File: src/ckc_pkg.sv
// Constants, types and fuse decode for the clock source and start-up control
package ckc_pkg;

  // Register word indices on the Avalon slave
  localparam int unsigned CKC_ADDR_W = 2;
  localparam logic [1:0] CKC_REG_CTRL = 2'h0;
  localparam logic [1:0] CKC_REG_STATUS = 2'h1;
  localparam logic [1:0] CKC_REG_FUSE = 2'h2;

  // Control register fields
  localparam int unsigned CKC_CTRL_MODE_LSB = 0;
  localparam int unsigned CKC_CTRL_GO_BIT = 3;
  localparam int unsigned CKC_CTRL_INTEN_BIT = 4;

  // Status register fields
  localparam int unsigned CKC_ST_STATE_LSB = 0;
  localparam int unsigned CKC_ST_SRC_LSB = 4;
  localparam int unsigned CKC_ST_SWING_BIT = 7;
  localparam int unsigned CKC_ST_RANGE_LSB = 8;
  localparam int unsigned CKC_ST_GATE_LSB = 10;
  localparam int unsigned CKC_ST_RSTN_BIT = 15;

  // Fuse register fields
  localparam int unsigned CKC_FU_CLOCK_SOURCE_SELECT_FUSES_LSB = 0;
  localparam int unsigned CKC_FU_SUT_LSB = 4;
  localparam int unsigned CKC_FU_OPT_BIT = 6;

  // Fuse codes; a one is unprogrammed, a zero programmed
  localparam logic [3:0] CKC_CLOCK_SOURCE_SELECT_FUSES_XTAL_MIN = 4'hA;
  localparam logic [3:0] CKC_CLOCK_SOURCE_SELECT_FUSES_LOWF = 4'h9;
  localparam logic [3:0] CKC_CLOCK_SOURCE_SELECT_FUSES_RC_MIN = 4'h5;
  localparam logic [3:0] CKC_CLOCK_SOURCE_SELECT_FUSES_INTRC_MIN = 4'h1;
  localparam logic [3:0] CKC_CLOCK_SOURCE_SELECT_FUSES_EXTCLK = 4'h0;
  localparam logic [2:0] CKC_XTAL_RANGE_LO = 3'h5;
  localparam logic [2:0] CKC_XTAL_RANGE_MID = 3'h6;
  localparam logic [1:0] CKC_SUT_00 = 2'h0;
  localparam logic [1:0] CKC_SUT_01 = 2'h1;
  localparam logic [1:0] CKC_SUT_10 = 2'h2;
  localparam logic CKC_FUSE_PROGRAMMED = 1'b0;

  // Shipped fuse state
  localparam logic [3:0] CKC_CLOCK_SOURCE_SELECT_FUSES_SHIP = 4'h1;
  localparam logic [1:0] CKC_SUT_SHIP = 2'h2;
  localparam logic CKC_OPT_SHIP = 1'b1;

  // Start-up clock counts that stay below the parameter threshold
  localparam logic [15:0] CKC_SU_6CK = 16'h0006;
  localparam logic [15:0] CKC_SU_18CK = 16'h0012;
  localparam logic [15:0] CKC_SU_258CK = 16'h0102;
  localparam logic [15:0] CKC_SU_1KCK = 16'h0400;

  typedef enum logic [2:0] {
    CKC_SRC_XTAL = 3'h0,
    CKC_SRC_LOWF = 3'h1,
    CKC_SRC_EXTRC = 3'h2,
    CKC_SRC_INTRC = 3'h3,
    CKC_SRC_EXTCLK = 3'h4
  } ckc_src_e;

  typedef enum logic [2:0] {
    CKC_ST_FUSE = 3'h0,
    CKC_ST_RSTDLY = 3'h1,
    CKC_ST_STARTUP = 3'h2,
    CKC_ST_RUN = 3'h3,
    CKC_ST_SLEEP = 3'h4,
    CKC_ST_WAKE = 3'h5
  } ckc_state_e;

  typedef enum logic [2:0] {
    CKC_SLP_IDLE = 3'h0,
    CKC_SLP_ADCNR = 3'h1,
    CKC_SLP_PDOWN = 3'h2,
    CKC_SLP_PSAVE = 3'h3,
    CKC_SLP_STBY = 3'h6,
    CKC_SLP_XSTBY = 3'h7
  } ckc_sleep_e;

  typedef enum logic [1:0] {
    CKC_RD_NONE = 2'h0,
    CKC_RD_SHORT = 2'h1,
    CKC_RD_LONG = 2'h2
  } ckc_rdly_e;

  typedef struct packed {
    logic core;
    logic periph;
    logic flash;
    logic asy;
    logic conv;
  } ckc_gate_s;

  typedef struct packed {
    logic [3:0] clock_source_select_fuses;
    logic [1:0] startup_time_fuses;
    logic opt;
  } ckc_fuse_s;

  typedef struct packed {
    logic [15:0] su_ck;
    ckc_rdly_e rd;
  } ckc_timing_s;

  function automatic ckc_src_e ckc_decode_src(input logic [3:0] clock_source_select_fuses);
    if (clock_source_select_fuses >= CKC_CLOCK_SOURCE_SELECT_FUSES_XTAL_MIN) begin
      return CKC_SRC_XTAL;
    end else if (clock_source_select_fuses == CKC_CLOCK_SOURCE_SELECT_FUSES_LOWF) begin
      return CKC_SRC_LOWF;
    end else if (clock_source_select_fuses >= CKC_CLOCK_SOURCE_SELECT_FUSES_RC_MIN) begin
      return CKC_SRC_EXTRC;
    end else if (clock_source_select_fuses >= CKC_CLOCK_SOURCE_SELECT_FUSES_INTRC_MIN) begin
      return CKC_SRC_INTRC;
    end else begin
      return CKC_SRC_EXTCLK;
    end
  endfunction : ckc_decode_src

endpackage : ckc_pkg

File: src/ckc_top.sv
// Clock source decode, start-up sequencing and clock domain gating
// Summary of operation
// - Core clock gated off when core halted
// - Peripheral clock feeds timers, serial, interrupts
// - Some external interrupts detected asynchronously
// - Two-wire address match works with peripherals stopped
// - Program memory clock follows core clock
// - Async timer clock kept during power-save
// - Converter clock runs in noise-reduction sleep while core, peripherals stopped
// - Sleep mode selects which clocks run
// - Decode four-bit clock source fuse field
// - Fuse one unprogrammed, zero programmed
// - Wake from deep sleep counts source cycles
// - Reset adds watchdog-timed delay
// - Reset delays are 4096 or 65536 cycles
// - Shipped fuses select internal RC, slow power
// - Crystal range from upper select bits, option
// - Option fuse selects full or reduced swing
// - Crystal 258 clocks with short or long delay
// - Crystal 1K clock start-up variants
// - Crystal 16K clock start-up variants
//
// The Avalon-MM slave port and the register addresses were left to the implementer.
`timescale 1ns/1ps
`default_nettype none
module ckc_top #(
  parameter int unsigned P_RST_SHORT = 4096,
  parameter int unsigned P_RST_LONG = 65536,
  parameter int unsigned P_SU_16K = 16384,
  parameter int unsigned P_SU_32K = 32768
) (
  input wire logic CLK,
  input wire logic RSTN,
  input wire logic CE,
  input wire logic [ckc_pkg::CKC_ADDR_W-1:0] AVS_ADDRESS,
  input wire logic AVS_READ,
  input wire logic AVS_WRITE,
  input wire logic [31:0] AVS_WRITEDATA,
  output logic [31:0] AVS_READDATA,
  output logic AVS_WAITREQUEST,
  input wire logic [3:0] CLOCK_SOURCE_SELECT_FUSES,
  input wire logic [1:0] STARTUP_TIME_FUSES,
  input wire logic OSCILLATOR_OPTION_FUSE,
  input wire logic SOURCE_OSC_PIN,
  input wire logic WATCHDOG_OSC_PIN,
  input wire logic WAKE_PIN,
  input wire logic EXT_INT_PIN,
  input wire logic TWO_WIRE_ADDR_MATCH,
  output logic ASYNC_WAKE,
  output logic INTERNAL_RESET_N,
  output var ckc_pkg::ckc_gate_s CLOCK_ENABLES,
  output var ckc_pkg::ckc_src_e SOURCE_KIND,
  output logic FULL_SWING,
  output logic [1:0] OSC_RANGE
);

  localparam int unsigned NSYNC = 12;

  logic [NSYNC-1:0] meta_reg;
  logic [NSYNC-1:0] sync_reg;
  logic [1:0] osc_last_reg;
  logic src_tick;
  logic wdt_tick;
  logic wake_sync;
  ckc_pkg::ckc_fuse_s fuse_sync;
  ckc_pkg::ckc_fuse_s fuse_reg;
  ckc_pkg::ckc_state_e state_reg;
  ckc_pkg::ckc_state_e state_next;
  ckc_pkg::ckc_sleep_e mode_reg;
  logic int_en_reg;
  logic go_reg;
  logic ack_reg;
  logic [31:0] rdata_reg;
  logic [16:0] cnt_reg;
  logic [16:0] cnt_next;
  logic cnt_done;
  ckc_pkg::ckc_timing_s timing;
  ckc_pkg::ckc_gate_s gate;
  logic wr_ctrl;

  // Pins pass two flops; oscillators edge-detected after that
  // No reset here, so straps are already caught when reset lifts
  // and the edge detector never sees a false edge after reset
  always_ff @(posedge CLK) begin
    if (CE) begin
      meta_reg <= {CLOCK_SOURCE_SELECT_FUSES, STARTUP_TIME_FUSES, OSCILLATOR_OPTION_FUSE,
                   SOURCE_OSC_PIN, WATCHDOG_OSC_PIN, WAKE_PIN, EXT_INT_PIN,
                   TWO_WIRE_ADDR_MATCH};
      sync_reg <= meta_reg;
      osc_last_reg <= sync_reg[4:3];
    end
  end

  assign fuse_sync = sync_reg[11:5];
  assign src_tick = sync_reg[4] & ~osc_last_reg[1];
  assign wdt_tick = sync_reg[3] & ~osc_last_reg[0];
  // address match wakes only with peripherals stopped
  assign wake_sync = sync_reg[2] | (sync_reg[1] & int_en_reg) | (sync_reg[0] & ~gate.periph);

  // interrupt pin recognised without any clock
  assign ASYNC_WAKE = (EXT_INT_PIN & int_en_reg) | (TWO_WIRE_ADDR_MATCH & ~gate.periph);

  // shipped fuses hold until the strap is caught
  always_ff @(posedge CLK) begin
    if (!RSTN) begin
      fuse_reg <= '{clock_source_select_fuses: ckc_pkg::CKC_CLOCK_SOURCE_SELECT_FUSES_SHIP, startup_time_fuses: ckc_pkg::CKC_SUT_SHIP,
                    opt: ckc_pkg::CKC_OPT_SHIP};
    end else if (CE && state_reg == ckc_pkg::CKC_ST_FUSE) begin
      fuse_reg <= fuse_sync;
    end
  end

  // source kind from the select field
  assign SOURCE_KIND = ckc_pkg::ckc_decode_src(fuse_reg.clock_source_select_fuses);
  assign FULL_SWING = (fuse_reg.opt == ckc_pkg::CKC_FUSE_PROGRAMMED);

  // range only meaningful for the crystal source
  always_comb begin
    OSC_RANGE = 2'h0;
    if (SOURCE_KIND == ckc_pkg::CKC_SRC_XTAL) begin
      if (FULL_SWING) begin
        OSC_RANGE = 2'h3;
      end else if (fuse_reg.clock_source_select_fuses[3:1] == ckc_pkg::CKC_XTAL_RANGE_LO) begin
        OSC_RANGE = 2'h0;
      end else if (fuse_reg.clock_source_select_fuses[3:1] == ckc_pkg::CKC_XTAL_RANGE_MID) begin
        OSC_RANGE = 2'h1;
      end else begin
        OSC_RANGE = 2'h2;
      end
    end
  end

  // Start-up clocks and reset delay per source and timing fuses
  always_comb begin
    timing = '{su_ck: ckc_pkg::CKC_SU_6CK, rd: ckc_pkg::CKC_RD_LONG};
    case (SOURCE_KIND)
      ckc_pkg::CKC_SRC_XTAL: begin
        if (!fuse_reg.clock_source_select_fuses[0]) begin
          case (fuse_reg.startup_time_fuses)
            ckc_pkg::CKC_SUT_00: timing = '{ckc_pkg::CKC_SU_258CK, ckc_pkg::CKC_RD_SHORT};
            ckc_pkg::CKC_SUT_01: timing = '{ckc_pkg::CKC_SU_258CK, ckc_pkg::CKC_RD_LONG};
            ckc_pkg::CKC_SUT_10: timing = '{ckc_pkg::CKC_SU_1KCK, ckc_pkg::CKC_RD_NONE};
            default: timing = '{ckc_pkg::CKC_SU_1KCK, ckc_pkg::CKC_RD_SHORT};
          endcase
        end else begin
          case (fuse_reg.startup_time_fuses)
            ckc_pkg::CKC_SUT_00: timing = '{ckc_pkg::CKC_SU_1KCK, ckc_pkg::CKC_RD_LONG};
            ckc_pkg::CKC_SUT_01: timing = '{16'(P_SU_16K), ckc_pkg::CKC_RD_NONE};
            ckc_pkg::CKC_SUT_10: timing = '{16'(P_SU_16K), ckc_pkg::CKC_RD_SHORT};
            default: timing = '{16'(P_SU_16K), ckc_pkg::CKC_RD_LONG};
          endcase
        end
      end
      ckc_pkg::CKC_SRC_LOWF: begin
        case (fuse_reg.startup_time_fuses)
          ckc_pkg::CKC_SUT_00: timing = '{ckc_pkg::CKC_SU_1KCK, ckc_pkg::CKC_RD_SHORT};
          ckc_pkg::CKC_SUT_01: timing = '{ckc_pkg::CKC_SU_1KCK, ckc_pkg::CKC_RD_LONG};
          default: timing = '{16'(P_SU_32K), ckc_pkg::CKC_RD_LONG};
        endcase
      end
      ckc_pkg::CKC_SRC_EXTRC: begin
        case (fuse_reg.startup_time_fuses)
          ckc_pkg::CKC_SUT_00: timing = '{ckc_pkg::CKC_SU_18CK, ckc_pkg::CKC_RD_NONE};
          ckc_pkg::CKC_SUT_01: timing = '{ckc_pkg::CKC_SU_18CK, ckc_pkg::CKC_RD_SHORT};
          ckc_pkg::CKC_SUT_10: timing = '{ckc_pkg::CKC_SU_18CK, ckc_pkg::CKC_RD_LONG};
          default: timing = '{ckc_pkg::CKC_SU_6CK, ckc_pkg::CKC_RD_SHORT};
        endcase
      end
      default: begin
        // Internal RC and external clock; reserved code falls to long delay
        case (fuse_reg.startup_time_fuses)
          ckc_pkg::CKC_SUT_00: timing = '{ckc_pkg::CKC_SU_6CK, ckc_pkg::CKC_RD_NONE};
          ckc_pkg::CKC_SUT_01: timing = '{ckc_pkg::CKC_SU_6CK, ckc_pkg::CKC_RD_SHORT};
          default: timing = '{ckc_pkg::CKC_SU_6CK, ckc_pkg::CKC_RD_LONG};
        endcase
      end
    endcase
  end

  // watchdog cycle targets; start-up targets in source cycles
  always_comb begin
    cnt_done = 1'b0;
    case (state_reg)
      ckc_pkg::CKC_ST_RSTDLY: begin
        if (timing.rd == ckc_pkg::CKC_RD_NONE) begin
          cnt_done = 1'b1;
        end else if (timing.rd == ckc_pkg::CKC_RD_SHORT) begin
          cnt_done = wdt_tick && (cnt_reg == 17'(P_RST_SHORT - 1));
        end else begin
          cnt_done = wdt_tick && (cnt_reg == 17'(P_RST_LONG - 1));
        end
      end
      ckc_pkg::CKC_ST_STARTUP, ckc_pkg::CKC_ST_WAKE: begin
        cnt_done = src_tick && (cnt_reg == {1'b0, timing.su_ck - 16'h0001});
      end
      default: cnt_done = 1'b0;
    endcase
  end

  // Sequencer
  always_comb begin
    state_next = state_reg;
    case (state_reg)
      ckc_pkg::CKC_ST_FUSE: state_next = ckc_pkg::CKC_ST_RSTDLY;
      // watchdog delay precedes the start-up count
      ckc_pkg::CKC_ST_RSTDLY: begin
        if (cnt_done) begin
          state_next = ckc_pkg::CKC_ST_STARTUP;
        end
      end
      // reset released only after both counts
      ckc_pkg::CKC_ST_STARTUP: begin
        if (cnt_done) begin
          state_next = ckc_pkg::CKC_ST_RUN;
        end
      end
      ckc_pkg::CKC_ST_RUN: begin
        if (go_reg) begin
          state_next = ckc_pkg::CKC_ST_SLEEP;
        end
      end
      // deep sleep wakes through a source count
      ckc_pkg::CKC_ST_SLEEP: begin
        if (wake_sync) begin
          if (mode_reg == ckc_pkg::CKC_SLP_PDOWN || mode_reg == ckc_pkg::CKC_SLP_PSAVE) begin
            state_next = ckc_pkg::CKC_ST_WAKE;
          end else begin
            state_next = ckc_pkg::CKC_ST_RUN;
          end
        end
      end
      ckc_pkg::CKC_ST_WAKE: begin
        if (cnt_done) begin
          state_next = ckc_pkg::CKC_ST_RUN;
        end
      end
      default: state_next = ckc_pkg::CKC_ST_FUSE;
    endcase
  end

  // Counter restarts on every state change
  always_comb begin
    cnt_next = cnt_reg;
    if (state_next != state_reg) begin
      cnt_next = 17'h00000;
    end else if ((state_reg == ckc_pkg::CKC_ST_RSTDLY && wdt_tick) ||
                 ((state_reg == ckc_pkg::CKC_ST_STARTUP || state_reg == ckc_pkg::CKC_ST_WAKE)
                  && src_tick)) begin
      cnt_next = cnt_reg + 17'h00001;
    end
  end

  always_ff @(posedge CLK) begin
    if (!RSTN) begin
      state_reg <= ckc_pkg::CKC_ST_FUSE;
      cnt_reg <= 17'h00000;
    end else if (CE) begin
      state_reg <= state_next;
      cnt_reg <= cnt_next;
    end
  end

  assign INTERNAL_RESET_N = (state_reg == ckc_pkg::CKC_ST_RUN) ||
                            (state_reg == ckc_pkg::CKC_ST_SLEEP) ||
                            (state_reg == ckc_pkg::CKC_ST_WAKE);

  // clock domains per state and sleep mode
  always_comb begin
    gate = '0;
    if (state_reg == ckc_pkg::CKC_ST_RUN) begin
      gate = '1;
    end else if (state_reg == ckc_pkg::CKC_ST_SLEEP) begin
      case (mode_reg)
        ckc_pkg::CKC_SLP_IDLE: gate = '{core: 1'b0, periph: 1'b1, flash: 1'b0, asy: 1'b1,
                                        conv: 1'b1};
        ckc_pkg::CKC_SLP_ADCNR: gate = '{core: 1'b0, periph: 1'b0, flash: 1'b0, asy: 1'b1,
                                         conv: 1'b1};
        ckc_pkg::CKC_SLP_PSAVE, ckc_pkg::CKC_SLP_XSTBY: gate = '{core: 1'b0, periph: 1'b0,
                                                                 flash: 1'b0, asy: 1'b1,
                                                                 conv: 1'b0};
        default: gate = '0;
      endcase
    end
  end

  // program memory clock tied to core clock
  assign CLOCK_ENABLES = '{core: gate.core, periph: gate.periph, flash: gate.core,
                           asy: gate.asy, conv: gate.conv};

  // Avalon slave; one wait state on every access
  assign AVS_WAITREQUEST = (AVS_READ | AVS_WRITE) & ~ack_reg;
  assign wr_ctrl = AVS_WRITE && ack_reg && AVS_ADDRESS == ckc_pkg::CKC_REG_CTRL;

  always_ff @(posedge CLK) begin
    if (!RSTN) begin
      ack_reg <= 1'b0;
    end else if (CE) begin
      ack_reg <= (AVS_READ | AVS_WRITE) & ~ack_reg;
    end
  end

  always_ff @(posedge CLK) begin
    if (!RSTN) begin
      mode_reg <= ckc_pkg::CKC_SLP_IDLE;
      int_en_reg <= 1'b0;
      go_reg <= 1'b0;
    end else if (CE) begin
      // Sleep request only honoured while awake
      go_reg <= wr_ctrl && AVS_WRITEDATA[ckc_pkg::CKC_CTRL_GO_BIT] &&
                state_reg == ckc_pkg::CKC_ST_RUN;
      if (wr_ctrl) begin
        mode_reg <= ckc_pkg::ckc_sleep_e'(AVS_WRITEDATA[ckc_pkg::CKC_CTRL_MODE_LSB +: 3]);
        int_en_reg <= AVS_WRITEDATA[ckc_pkg::CKC_CTRL_INTEN_BIT];
      end
    end
  end

  always_ff @(posedge CLK) begin
    if (!RSTN) begin
      rdata_reg <= 32'h00000000;
    end else if (CE && AVS_READ && !ack_reg) begin
      rdata_reg <= 32'h00000000;
      case (AVS_ADDRESS)
        ckc_pkg::CKC_REG_CTRL: begin
          rdata_reg[ckc_pkg::CKC_CTRL_MODE_LSB +: 3] <= mode_reg;
          rdata_reg[ckc_pkg::CKC_CTRL_INTEN_BIT] <= int_en_reg;
        end
        ckc_pkg::CKC_REG_STATUS: begin
          rdata_reg[ckc_pkg::CKC_ST_STATE_LSB +: 3] <= state_reg;
          rdata_reg[ckc_pkg::CKC_ST_SRC_LSB +: 3] <= SOURCE_KIND;
          rdata_reg[ckc_pkg::CKC_ST_SWING_BIT] <= FULL_SWING;
          rdata_reg[ckc_pkg::CKC_ST_RANGE_LSB +: 2] <= OSC_RANGE;
          rdata_reg[ckc_pkg::CKC_ST_GATE_LSB +: 5] <= CLOCK_ENABLES;
          rdata_reg[ckc_pkg::CKC_ST_RSTN_BIT] <= INTERNAL_RESET_N;
        end
        ckc_pkg::CKC_REG_FUSE: begin
          rdata_reg[ckc_pkg::CKC_FU_CLOCK_SOURCE_SELECT_FUSES_LSB +: 4] <= fuse_reg.clock_source_select_fuses;
          rdata_reg[ckc_pkg::CKC_FU_SUT_LSB +: 2] <= fuse_reg.startup_time_fuses;
          rdata_reg[ckc_pkg::CKC_FU_OPT_BIT] <= fuse_reg.opt;
        end
        default: rdata_reg <= 32'h00000000;
      endcase
    end
  end

  assign AVS_READDATA = rdata_reg;
endmodule : ckc_top
`default_nettype wire

File: config.mk
export PLATFORM = sky130hd
export DESIGN_NAME = ckc_top
export DESIGN_NICKNAME = d
export VERILOG_FILES = /design/src/ckc_pkg.sv /design/src/ckc_top.sv
export SDC_FILE = /design/constraint.sdc
export NUM_CORES = 1
export LEC_CHECK = 0
export ABC_AREA = 1
export BUFFER_PORTS_ARGS = -buffer_cell sky130_fd_sc_hd__buf_2
export CAP_MARGIN = 20
export CORE_MARGIN = 4
export CORE_UTILIZATION = 40
export DETAILED_ROUTE_END_ITERATION = 10
export GPL_TIMING_DRIVEN = 0
export SYNTH_ARGS = -nofsm -noshare
export SYNTH_HDL_FRONTEND = slang
export SYNTH_SLANG_ARGS = --single-unit
File: constraint.sdc
create_clock -name CLK -period 7.5 [get_ports CLK]
set_input_delay 0.375 -clock CLK [delete_from_list [all_inputs] [get_ports CLK]]
set_output_delay 0.375 -clock CLK [all_outputs]
set_load 0.005 [all_outputs]
### Yosys cells after proc, flatten, opt, wreduce, memory -nomap -nowiden

Cells that the tools add are included.

* register bits: 75
* word-level logic and storage cells: 120
* output and inout port bits: 46
* bits of input ports: 51

* equal/unequal tests: 23
* add/subtract/negate cells: 2
* muxes and demuxes: 34
* bitwise logic cells: 16
* order comparisons: 3
* reduce and logical (&&, ||, !) cells: 29

Operator list (count)
* 18-bit case mux with 3 select lines: 1
* 17-bit case mux with 3 select lines: 1
* 13-bit case mux with 3 select lines: 1
* 18-bit case mux with 2 select lines: 1
* 17-bit 2-to-1 mux: 2
* 3-bit 2-to-1 mux: 9
* 7-bit case mux with 3 select lines: 1
* 18-bit 2-to-1 mux: 1
* 17-bit by 1-bit adder with 17-bit output (second input constant): 1
* 17-bit by 12-bit == test with 1-bit output (second input constant): 1
* 17-bit by 16-bit == test with 1-bit output: 1
* 17-bit by 16-bit == test with 1-bit output (second input constant): 1
* 16-bit by 1-bit subtractor with 16-bit output (second input constant): 1
* 3-bit by 2-bit == test with 1-bit output (second input constant): 5
* 3-bit == test (second input constant): 5
* 3-bit case mux with 5 select lines: 1
* 1-bit logical AND: 12
* 4-bit case mux with 3 select lines: 1
* 3-bit by 1-bit == test with 1-bit output (second input constant): 3
* 3-bit logical NOT: 3
* 9-bit 2-to-1 mux: 1
* 3-bit case mux with 3 select lines: 1
* 2-bit 2-to-1 mux: 4
* 2-bit case mux with 2 select lines: 2
* 21 further kinds: 47

### Depth between registers and ports, before layout

Gate-level depths: netlist of run 1.

* depth after elaboration: 16
* mapped depth: 27
* mapped depth without buffers: 25

### Least setup slack after synthesis of run 1

OpenSTA, ideal clock, no wires.

* path kind: reg-to-reg
* start point: reg fuse_reg[5] (netlist bit)
* end point: reg cnt_reg[8]
* cell stages (with the launch flop): 26
* setup time: 0.070 ns
* setup slack: 4.364 ns
* arrival time: 3.066 ns
* path through: dfxtp_1 nor2_1 nand2_1 inv_2 nor2_4 a21oi_1 ha_1 ha_1 ha_1 or2_2 nand4_1 nor2_1 nand3_1 nor2_1 nand2_1 nor2_2 nand3_1 nand2_1 nand2_1 nand2_1 nand2_1 nand3_2 nand2_4 buf_4 nand3_1 a21oi_1

* word-level cells in the longest chain between the ends: 16
* elaborated cells between the ends (all ways): 27
* classes of those cells: 1 x add/sub; 3 x order compare; 6 x eq/ne; 12 x mux; 5 x reduce/logical

RTL lines
* start: declaration: line ckc_top.sv:66 `ckc_pkg::ckc_fuse_s fuse_reg;`
* start signal: assignment: line ckc_top.sv:106 `fuse_reg <= '{clock_source_select_fuses: ckc_pkg::CKC_CLOCK_SOURCE_SELECT_FUSES_SHIP, startup_time_fuses: ckc_ ...`
* start signal: assignment: line ckc_top.sv:109 `fuse_reg <= fuse_sync;`
* 4-bit by 1-bit greater-or-equal comparator with 1-bit output: line ckc_pkg.sv:110 `end else if (clock_source_select_fuses >= CKC_CLOCK_SOURCE_SELECT_FUSES_INTRC_MIN) begin`
* 3-bit 2-to-1 mux: line ckc_pkg.sv:110
* 3-bit 2-to-1 mux: line ckc_pkg.sv:108 `end else if (clock_source_select_fuses >= CKC_CLOCK_SOURCE_SELECT_FUSES_RC_MIN) begin`
* 3-bit 2-to-1 mux: line ckc_pkg.sv:106 `end else if (clock_source_select_fuses == CKC_CLOCK_SOURCE_SELECT_FUSES_LOWF) begin`
* 3-bit 2-to-1 mux *: line ckc_pkg.sv:104 `if (clock_source_select_fuses >= CKC_CLOCK_SOURCE_SELECT_FUSES_XTAL_MIN) begin`
* net SOURCE_KIND[2]: line ckc_top.sv:52 `output var ckc_pkg::ckc_src_e SOURCE_KIND,`
* 3-bit by 2-bit == test with 1-bit output, or another cell as far along: line ckc_top.sv:136 `case (SOURCE_KIND)`
* 18-bit case mux with 3 select lines *: line ckc_top.sv:136
* 16-bit by 1-bit subtractor with 16-bit output / 2-bit by 1-bit == test with 1-bit output (equally long branches): line ckc_top.sv:194, ckc_top.sv:187
* 17-bit by 16-bit == test with 1-bit output / 1-bit 2-to-1 mux (equally long branches): line ckc_top.sv:194, ckc_top.sv:187
* 1-bit logical AND / 1-bit 2-to-1 mux (equally long branches): line ckc_top.sv:194, ckc_top.sv:185
* 1-bit case mux with 2 select lines *: line ckc_top.sv:183 `case (state_reg)`
* 3-bit 2-to-1 mux (on tied branches): line ckc_top.sv:213, ckc_top.sv:233, ckc_top.sv:207
* 3-bit case mux with 5 select lines *: line ckc_top.sv:203 `case (state_reg)`
* 3-bit inequality test *: line ckc_top.sv:244 `if (state_next != state_reg) begin`
* 2-bit nonzero test (no line)
* 2-bit AND reduction (no line)
* end signal: assignment: line ckc_top.sv:259 `cnt_reg <= cnt_next;`
* end: declaration: line ckc_top.sv:74 `logic [16:0] cnt_reg;`

Mark *: on every way through the listed nets, which the timed path passes. The rest lies on a longest branch.
A chain may end at the register's enable or synchronous reset.

### Worst setup path in the final report of run 1

* start point: reg fuse_reg[4] (netlist bit)
* end point: reg cnt_reg[10]

* word-level cells in the longest chain between the ends: 16
* elaborated cells between the ends (all ways): 27
* classes of those cells: 1 x add/sub; 3 x order compare; 6 x eq/ne; 12 x mux; 5 x reduce/logical

RTL lines (line)
* 4-bit by 1-bit greater-or-equal comparator with 1-bit output: ckc_pkg.sv:110
* 3-bit 2-to-1 mux: ckc_pkg.sv:110
* 3-bit 2-to-1 mux: ckc_pkg.sv:108
* 3-bit 2-to-1 mux: ckc_pkg.sv:106
* 3-bit 2-to-1 mux *: ckc_pkg.sv:104
* 3-bit by 2-bit == test with 1-bit output, or another cell as far along: ckc_top.sv:136
* 18-bit case mux with 3 select lines *: ckc_top.sv:136
* 16-bit by 1-bit subtractor with 16-bit output / 2-bit by 1-bit == test with 1-bit output (equally long branches): ckc_top.sv:194, ckc_top.sv:187
* 17-bit by 16-bit == test with 1-bit output / 1-bit 2-to-1 mux (equally long branches): ckc_top.sv:194, ckc_top.sv:187
* 1-bit logical AND / 1-bit 2-to-1 mux (equally long branches): ckc_top.sv:194, ckc_top.sv:185
* 1-bit case mux with 2 select lines *: ckc_top.sv:183
* 3-bit 2-to-1 mux (on tied branches): ckc_top.sv:213, ckc_top.sv:233, ckc_top.sv:207
* 3-bit case mux with 5 select lines *: ckc_top.sv:203
* 3-bit inequality test *: ckc_top.sv:244
* 2-bit nonzero test (no line)
* 2-bit AND reduction (no line)

Mark *: on every way between the ends. The rest lies on a longest branch, timed or not.

==> flow_metrics.env, run 1 <==
export IMPL_cts_tree="built"
export IMPL_nFillCells=1051
export IMPL_yosys_area_top_type="dfxtp_1"
export IMPL_antenna_found_initial=0
export IMPL_cp_top_family="simple AND/OR/NAND/NOR gates"
export IMPL_via_count=3871
export IMPL_fin_cells=784
export IMPL_worstReg2RegStart="fuse_reg[4]"
export IMPL_finalWorstPathRequiredPeriod_ns=3.79
export IMPL_die_h_um=112
export IMPL_yosysUniqueCellTypes=43
export IMPL_setup_viol=0
export IMPL_fin_total_pwr_mw=0.943
export IMPL_cts_buffers=9
export IMPL_multiInputGateArea_um2=2090
export IMPL_die_x_um=112
export IMPL_yosys_area_top_type_share_pct=22.4
export IMPL_cts_buffer_depth=2
export IMPL_ir_drop_uv=157
export IMPL_antenna_cells=0
export IMPL_hold_class="in2reg"
export IMPL_port_buffers=53
export IMPL_syn_inst=564
export IMPL_layout_drive_gt1_share_pct=19.6
export IMPL_route_detailed_drc=0
export IMPL_largest_reg_flops=17
export IMPL_root_buffer="clkbuf_8"
export IMPL_synth_area_top_cells="dfxtp_1 22%, edfxtp_1 18%, nand2_1 10%"
export IMPL_io_pins=97
export IMPL_cap_violations=0
export IMPL_fmax_ghz=0.264
export IMPL_area_delta_synth_final_pct=16.2
export IMPL_clk_latency_ns=0.35
export IMPL_setup_slack_ns=3.71
export IMPL_place_congestion=0.924
export IMPL_dr_pass1_iters=4
export IMPL_fin_skew_ns=0.00792
export IMPL_swShare_pct=30.9
export IMPL_power_frac_comb_pct=18.5
export IMPL_power_frac_seq_pct=47.2
export IMPL_die_area_um2=12400
export IMPL_fin_hold_ws_ns=0.195
export IMPL_dp_slack_ns=3.76
export IMPL_power_switching_mw=0.291
export IMPL_grt_setup_unrepaired="false"
export IMPL_rrSetupSlack_ns=3.71
export IMPL_outcome="finished, final reports clean"
export IMPL_clock_sinks=74
export IMPL_post_cts_setup_buffer_count=0
export IMPL_r2r_end="cnt_reg[10]"
export IMPL_pwr_share_clk_pct=34.4
export IMPL_slew_headroom_pct=52.6
export IMPL_finalCritPeriodShare_pct=50.5
export IMPL_path_buf_inv=2
export IMPL_seqCellArea_um2=1740
export IMPL_routed_wl_mm=10.6
export IMPL_dr_first_iter_drc_count=212
export IMPL_slowest_delay_ns=0.53
export IMPL_p_leak_nw=2.30
export IMPL_crit_path_end="cnt_reg[10]"
export IMPL_critPathLaunch="fuse_reg[4]"
export IMPL_reg2reg_depth=25
export IMPL_slowest_stage="dfxtp_1"
export IMPL_final_util_pct=48.1
export IMPL_rows=37
export IMPL_grt_pass1_vias=3629
export IMPL_worstMarginPinSlew_ns=0.709
export IMPL_power_internal_mw=0.652
export IMPL_ctsResizeCount=0
export IMPL_hold_viol_final=0
export IMPL_grt_max_degree=28
export IMPL_syn_area_per_cell_um2=7.61
export IMPL_dpl_cell_count=768
export IMPL_initial_core_util_pct=41.4
export IMPL_syn_area_um2=4290
export IMPL_fin_area_um2=4980
export IMPL_grt_pass1_wl_mm=17.6
export IMPL_ant_nets=0
export IMPL_grt_use_total_pct=17.2
export IMPL_worstPathRequired_ns=7.73
export IMPL_path_max_fanout=10
export IMPL_final_nets=708
export IMPL_dpl_hpwl_mm=8.23
export IMPL_slew_violations=0
export IMPL_post_dp_cell_area_um2=4780
export IMPL_ctsHtreeMaxLevel=3
export IMPL_core_um2=10400
export IMPL_path_class="reg2reg"
export IMPL_clk_pin_slew_ns=0.08
export IMPL_overflow=0
export IMPL_startpoint_type="flip-flop"
export IMPL_yosysSeqAreaShare_pct=40.6
export IMPL_worstSetupPathDepth=25
export IMPL_ys_warn_count=0
export IMPL_ys_ff_latch=74
export IMPL_cp_end_kind="flip-flop"
export IMPL_power_density_nw_per_um2=189
export IMPL_cts_hold_buf=0
export IMPL_final_setup_tns_ns=0
export IMPL_crit_arrival_ns=4.02
export IMPL_via_per_inst=4.94
export IMPL_wl_per_cell_um=13.5
## synthesized netlist by cell type
| library cell | count |
|---|---|
| nor4_1 | 4 |
| nor2_1 | 40 |
| a211oi_1 | 1 |
| o21ai_0 | 18 |
| dfxtp_1 | 48 |
| nor2_8 | 1 |
| a22o_1 | 1 |
| o221ai_1 | 4 |
| o21ai_2 | 2 |
| xor2_1 | 13 |
| nand2_1 | 117 |
| nor2_2 | 2 |
| a22oi_1 | 3 |
| nand2_4 | 2 |
| nor2_4 | 3 |
| nand3b_1 | 1 |
| o211ai_1 | 4 |
| inv_2 | 8 |
| o22ai_1 | 3 |
| a21oi_1 | 49 |
| nor3_1 | 4 |
| buf_6 | 1 |
| o21ai_1 | 2 |
| buf_4 | 20 |
| xnor2_1 | 2 |
| a21oi_2 | 1 |
| conb_1 | 1 |
| clkinv_1 | 2 |
| nand4_1 | 24 |
| a31oi_1 | 1 |
| nand3_2 | 4 |
| nand2_2 | 5 |
| ha_1 | 14 |
| o21bai_1 | 1 |
| a31o_2 | 1 |
| inv_1 | 68 |
| clkbuf_1 | 8 |
| edfxtp_1 | 26 |
| buf_2 | 5 |
| or2_2 | 3 |
| a21boi_0 | 1 |
| nand3_1 | 45 |
| dlygate4sd1_1 | 1 |
## layer usage
metal / routed length [um] / GRT usage [%] / vias up / share of wire (%)
met3: 537 / 3.97 / 14 / 5.1
met4: 153 / 5.11 / 0 / 1.4
met2: 5010 / 28.3 / 92 / 47
li1: - / - / 2006 / -
met5: 0 / 0 / - / 0
met1: 4910 / 22.7 / 1759 / 46
## worst register-to-register path, delay by kind of cell, from the launching register on
family	cells	cell delay, ns
flip-flops	1	0.53
AND/OR/NAND/NOR	18	1.87
adder cells (fa/ha/maj)	3	0.83
buffers and inverters	2	0.27
AO/OA/AOI/OAI	2	0.16
## worst min-delay path by stage
stage,cells past startpoint,slack [ns],to,startpoint
5_1_grt,1,0.17,meta_reg[6],STARTUP_TIME_FUSES[0]
3_5_place_dp,0,0.40,sync_reg[3],meta_reg[3]
4_1_cts,1,0.17,meta_reg[10],CLOCK_SOURCE_SELECT_FUSES[2]
2_1_floorplan,0,0.40,sync_reg[0],meta_reg[0]
3_3_place_gp,0,0.40,sync_reg[10],meta_reg[10]
6_report,1,0.19,meta_reg[9],CLOCK_SOURCE_SELECT_FUSES[1]
## logic make-up (layout without fill, tap and decap cells)
group,after synthesis,count (layout),share of synthesized area [%]
other,1,16,0.0874
buffers and inverters,113,182,12.1
AOI/OAI and AO/OA,92,92,12.2
xor gates and xnor gates,15,15,3.06
DFF,74,74,40.6
and+or+nand+nor,255,255,27.9
adders and majority gates,14,14,4.08
## cell type report
| cell class | instances | share of cell area [%] |
|---|---|---|
| Multi-Input combinational cell | 392 | 41.9 |
| Sequential cell | 74 | 34.9 |
| Inverter | 78 | 5.87 |
| Timing Repair Buffer | 53 | 5.32 |
| Buffer | 35 | 4.52 |
| Tap cell | 136 | 3.41 |
| Clock buffer | 9 | 2.49 |
| Clock inverter | 7 | 1.56 |
## cell usage in the layout, fill, tap and decap left out, drive strengths merged, types with 3 or more instances in the layout
cell type,synthesis,layout
nand3,49,49
or2,3,3
nand4,24,24
o221ai,4,4
nand2,124,124
xor2,13,13
conb,1,16
clkinvlp,0,3
nor3,4,4
clkinv,2,3
nor2,46,46
clkbuf,8,17
buf,26,79
a21oi,50,50
a22oi,3,3
o21ai,22,22
dfxtp,48,48
nor4,4,4
ha,14,14
inv,76,78
o211ai,4,4
o22ai,3,3
edfxtp,26,26
## power groups by stage
stage | logic, mW | registers, mW | clock network, mW
6_report | 0.174 | 0.445 | 0.324
4_1_cts | 0.173 | 0.445 | 0.331
3_5_place_dp | 0.173 | 0.454 | 0
2_1_floorplan | 0.125 | 0.451 | 0
5_1_grt | 0.197 | 0.447 | 0.347
3_3_place_gp | 0.170 | 0.453 | 0
No activity file was read; power rests on OpenSTA's default activity.
==> run 2: changes to the inputs <==
==> constraint.sdc (replaced) <==
create_clock -name CLK -period 3.8 [get_ports CLK]
set_input_delay 0.19 -clock CLK [delete_from_list [all_inputs] [get_ports CLK]]
set_output_delay 0.19 -clock CLK [all_outputs]
set_load 0.005 [all_outputs]
==> flow_metrics.env, run 2 (synthesized netlist as in run 1, its figures left out) <==
export IMPL_via_per_inst=4.94
export IMPL_setup_slack_ns=0.303
export IMPL_path_class="reg2reg"
export IMPL_dr_first_iter_drc_count=209
export IMPL_cts_tree="built"
export IMPL_die_area_um2=12400
export IMPL_hold_depth=1
export IMPL_ir_drop_uv=324
export IMPL_grt_setup_unrepaired="false"
export IMPL_clk_pin_slew_ns=0.08
export IMPL_final_setup_tns_ns=0
export IMPL_post_dp_cell_area_um2=4780
export IMPL_path_max_fanout=10
export IMPL_min_delay_start="WATCHDOG_OSC_PIN"
export IMPL_layout_commonest_cell="nand2_1"
export IMPL_die_h_um=112
export IMPL_outcome="finished, final reports clean"
export IMPL_wl_per_cell_um=13.5
export IMPL_cp_end_kind="flip-flop"
export IMPL_dr_pass1_iters=4
export IMPL_route_detailed_drc=0
export IMPL_ctsHtreeMaxLevel=3
export IMPL_dpl_hpwl_mm=8.23
export IMPL_dp_slack_ns=0.0644
export IMPL_fin_area_um2=5130
export IMPL_via_count=3934
export IMPL_worstHoldEndpoint="meta_reg[3]"
export IMPL_cts_buffer_depth=2
export IMPL_grt_pass1_vias=3685
export IMPL_worstReg2RegStart="fuse_reg[4]"
export IMPL_hold_viol_final=0
export IMPL_final_nets=720
export IMPL_setup_viol=0
export IMPL_power_density_nw_per_um2=368
export IMPL_port_buffers=53
export IMPL_reg2reg_depth=23
export IMPL_place_congestion=0.924
export IMPL_rows=37
export IMPL_startpoint_type="flip-flop"
export IMPL_fmax_ghz=0.286
export IMPL_grt_use_total_pct=17.4
export IMPL_p_leak_nw=2.35
export IMPL_io_pins=97
export IMPL_cap_violations=0
export IMPL_finalWorstPathRequiredPeriod_ns=3.50
export IMPL_cts_buffers=9
export IMPL_ant_nets=0
export IMPL_clk_latency_ns=0.35
export IMPL_core_um2=10400
export IMPL_grt_max_degree=28
export IMPL_fin_skew_ns=0.00563
export IMPL_routed_wl_mm=10.7
export IMPL_area_delta_synth_final_pct=19.5
export IMPL_finalCritPeriodShare_pct=92.0
export IMPL_initial_core_util_pct=41.4
export IMPL_hold_class="in2reg"
export IMPL_rrSetupSlack_ns=0.30
export IMPL_r2r_end="cnt_reg[10]"
export IMPL_clock_sinks=74
export IMPL_largest_reg_flops=17
export IMPL_antenna_found_initial=0
export IMPL_die_x_um=112
export IMPL_antenna_cells=0
export IMPL_overflow=0
export IMPL_slew_headroom_pct=52.5
export IMPL_layout_common_cells="116 x nand2_1, 68 x inv_1, 57 x buf_2"
export IMPL_layout_drive_gt1_share_pct=21.2
export IMPL_grt_pass1_wl_mm=17.9
export IMPL_root_buffer="clkbuf_8"
export IMPL_slew_violations=0
export IMPL_crit_arrival_ns=3.78
export IMPL_worstMarginPinSlew_ns=0.709
export IMPL_worstPathRequired_ns=4.09
## run 2: through the flow
stage / util [%] / power, mW / std cells / hold WS, ns
6_report: 49.4 / 1.88 / 796 / 0.0120
5_1_grt: 49.4 / 1.98 / 796 / 0.0101
4_1_cts: 48.9 / 1.88 / 793 / 0.00420
3_5_place_dp: 46.1 / 1.24 / 768 / 0.369
3_3_place_gp: 46.1 / 1.23 / 768 / 0.366
2_1_floorplan: - / 1.14 / 579 / 0.289
## run 2: routing by layer
layer / vias to the layer above / track usage, % / wire length (um)
met1: 1794 / 22.8 / 4960
met2: 97 / 28.7 / 5030
li1: 2026 / - / -
met3: 17 / 4.18 / 553
met4: 0 / 5.11 / 181
met5: - / 0 / 0
## run 2: worst max-delay path, stage by stage (launching register included)
cell and delay [ns]:
dfxtp_2 0.38, o21ai_2 0.23, nand2_2 0.13, nor2_4 0.16
a21oi_2 0.08, ha_2 0.22, ha_2 0.21, ha_1 0.30
nand2_1 0.08, nand4_1 0.10, nor2_1 0.10, nand3_1 0.07
nor2_1 0.11, nand2_1 0.07, nor2_2 0.10, nand3_1 0.16
nand3_2 0.12, nand3_2 0.09, nand2_2 0.09, nand3_2 0.10
nand2_4 0.12, buf_6 0.16, nand3_1 0.07, a21oi_1 0.15
## run 2: where the power goes
part,internal (mW),total [mW],switching [mW]
clock network,0.309,0.639,0.330
registers,0.856,0.879,0.0221
logic,0.138,0.367,0.229
total,1.30,1.88,0.581
## run 2: worst max-delay path by stage
stage,start,to,slack [ns],cells after the start
3_5_place_dp,fuse_reg[4],cnt_reg[1],0.06,25
6_report,fuse_reg[4],cnt_reg[10],0.30,23
3_3_place_gp,fuse_reg[4],cnt_reg[1],0.11,25
4_1_cts,fuse_reg[4],cnt_reg[1],0.03,25
5_1_grt,fuse_reg[4],cnt_reg[10],0.02,24
2_1_floorplan,fuse_reg[5],cnt_reg[8],0.66,25
## run 2: area by class of cell
cell class                      instances  area [um^2]
Fill cell                            1027         5240
Tap cell                              136          170
Multi-Input combinational cell        392         2110
Timing Repair Buffer                   65          378
Clock buffer                            9          124
Inverter                               78          293
Buffer                                 35          231
Sequential cell                        74         1750
Clock inverter                          7         77.6
## run 2: repair_timing
action	4_1_cts	5_1_grt
hold endpoints to repair	9	0
setup endpoints to repair	0	17
hold buffers	9	0
buffers inserted	0	3
resized for setup	0	12
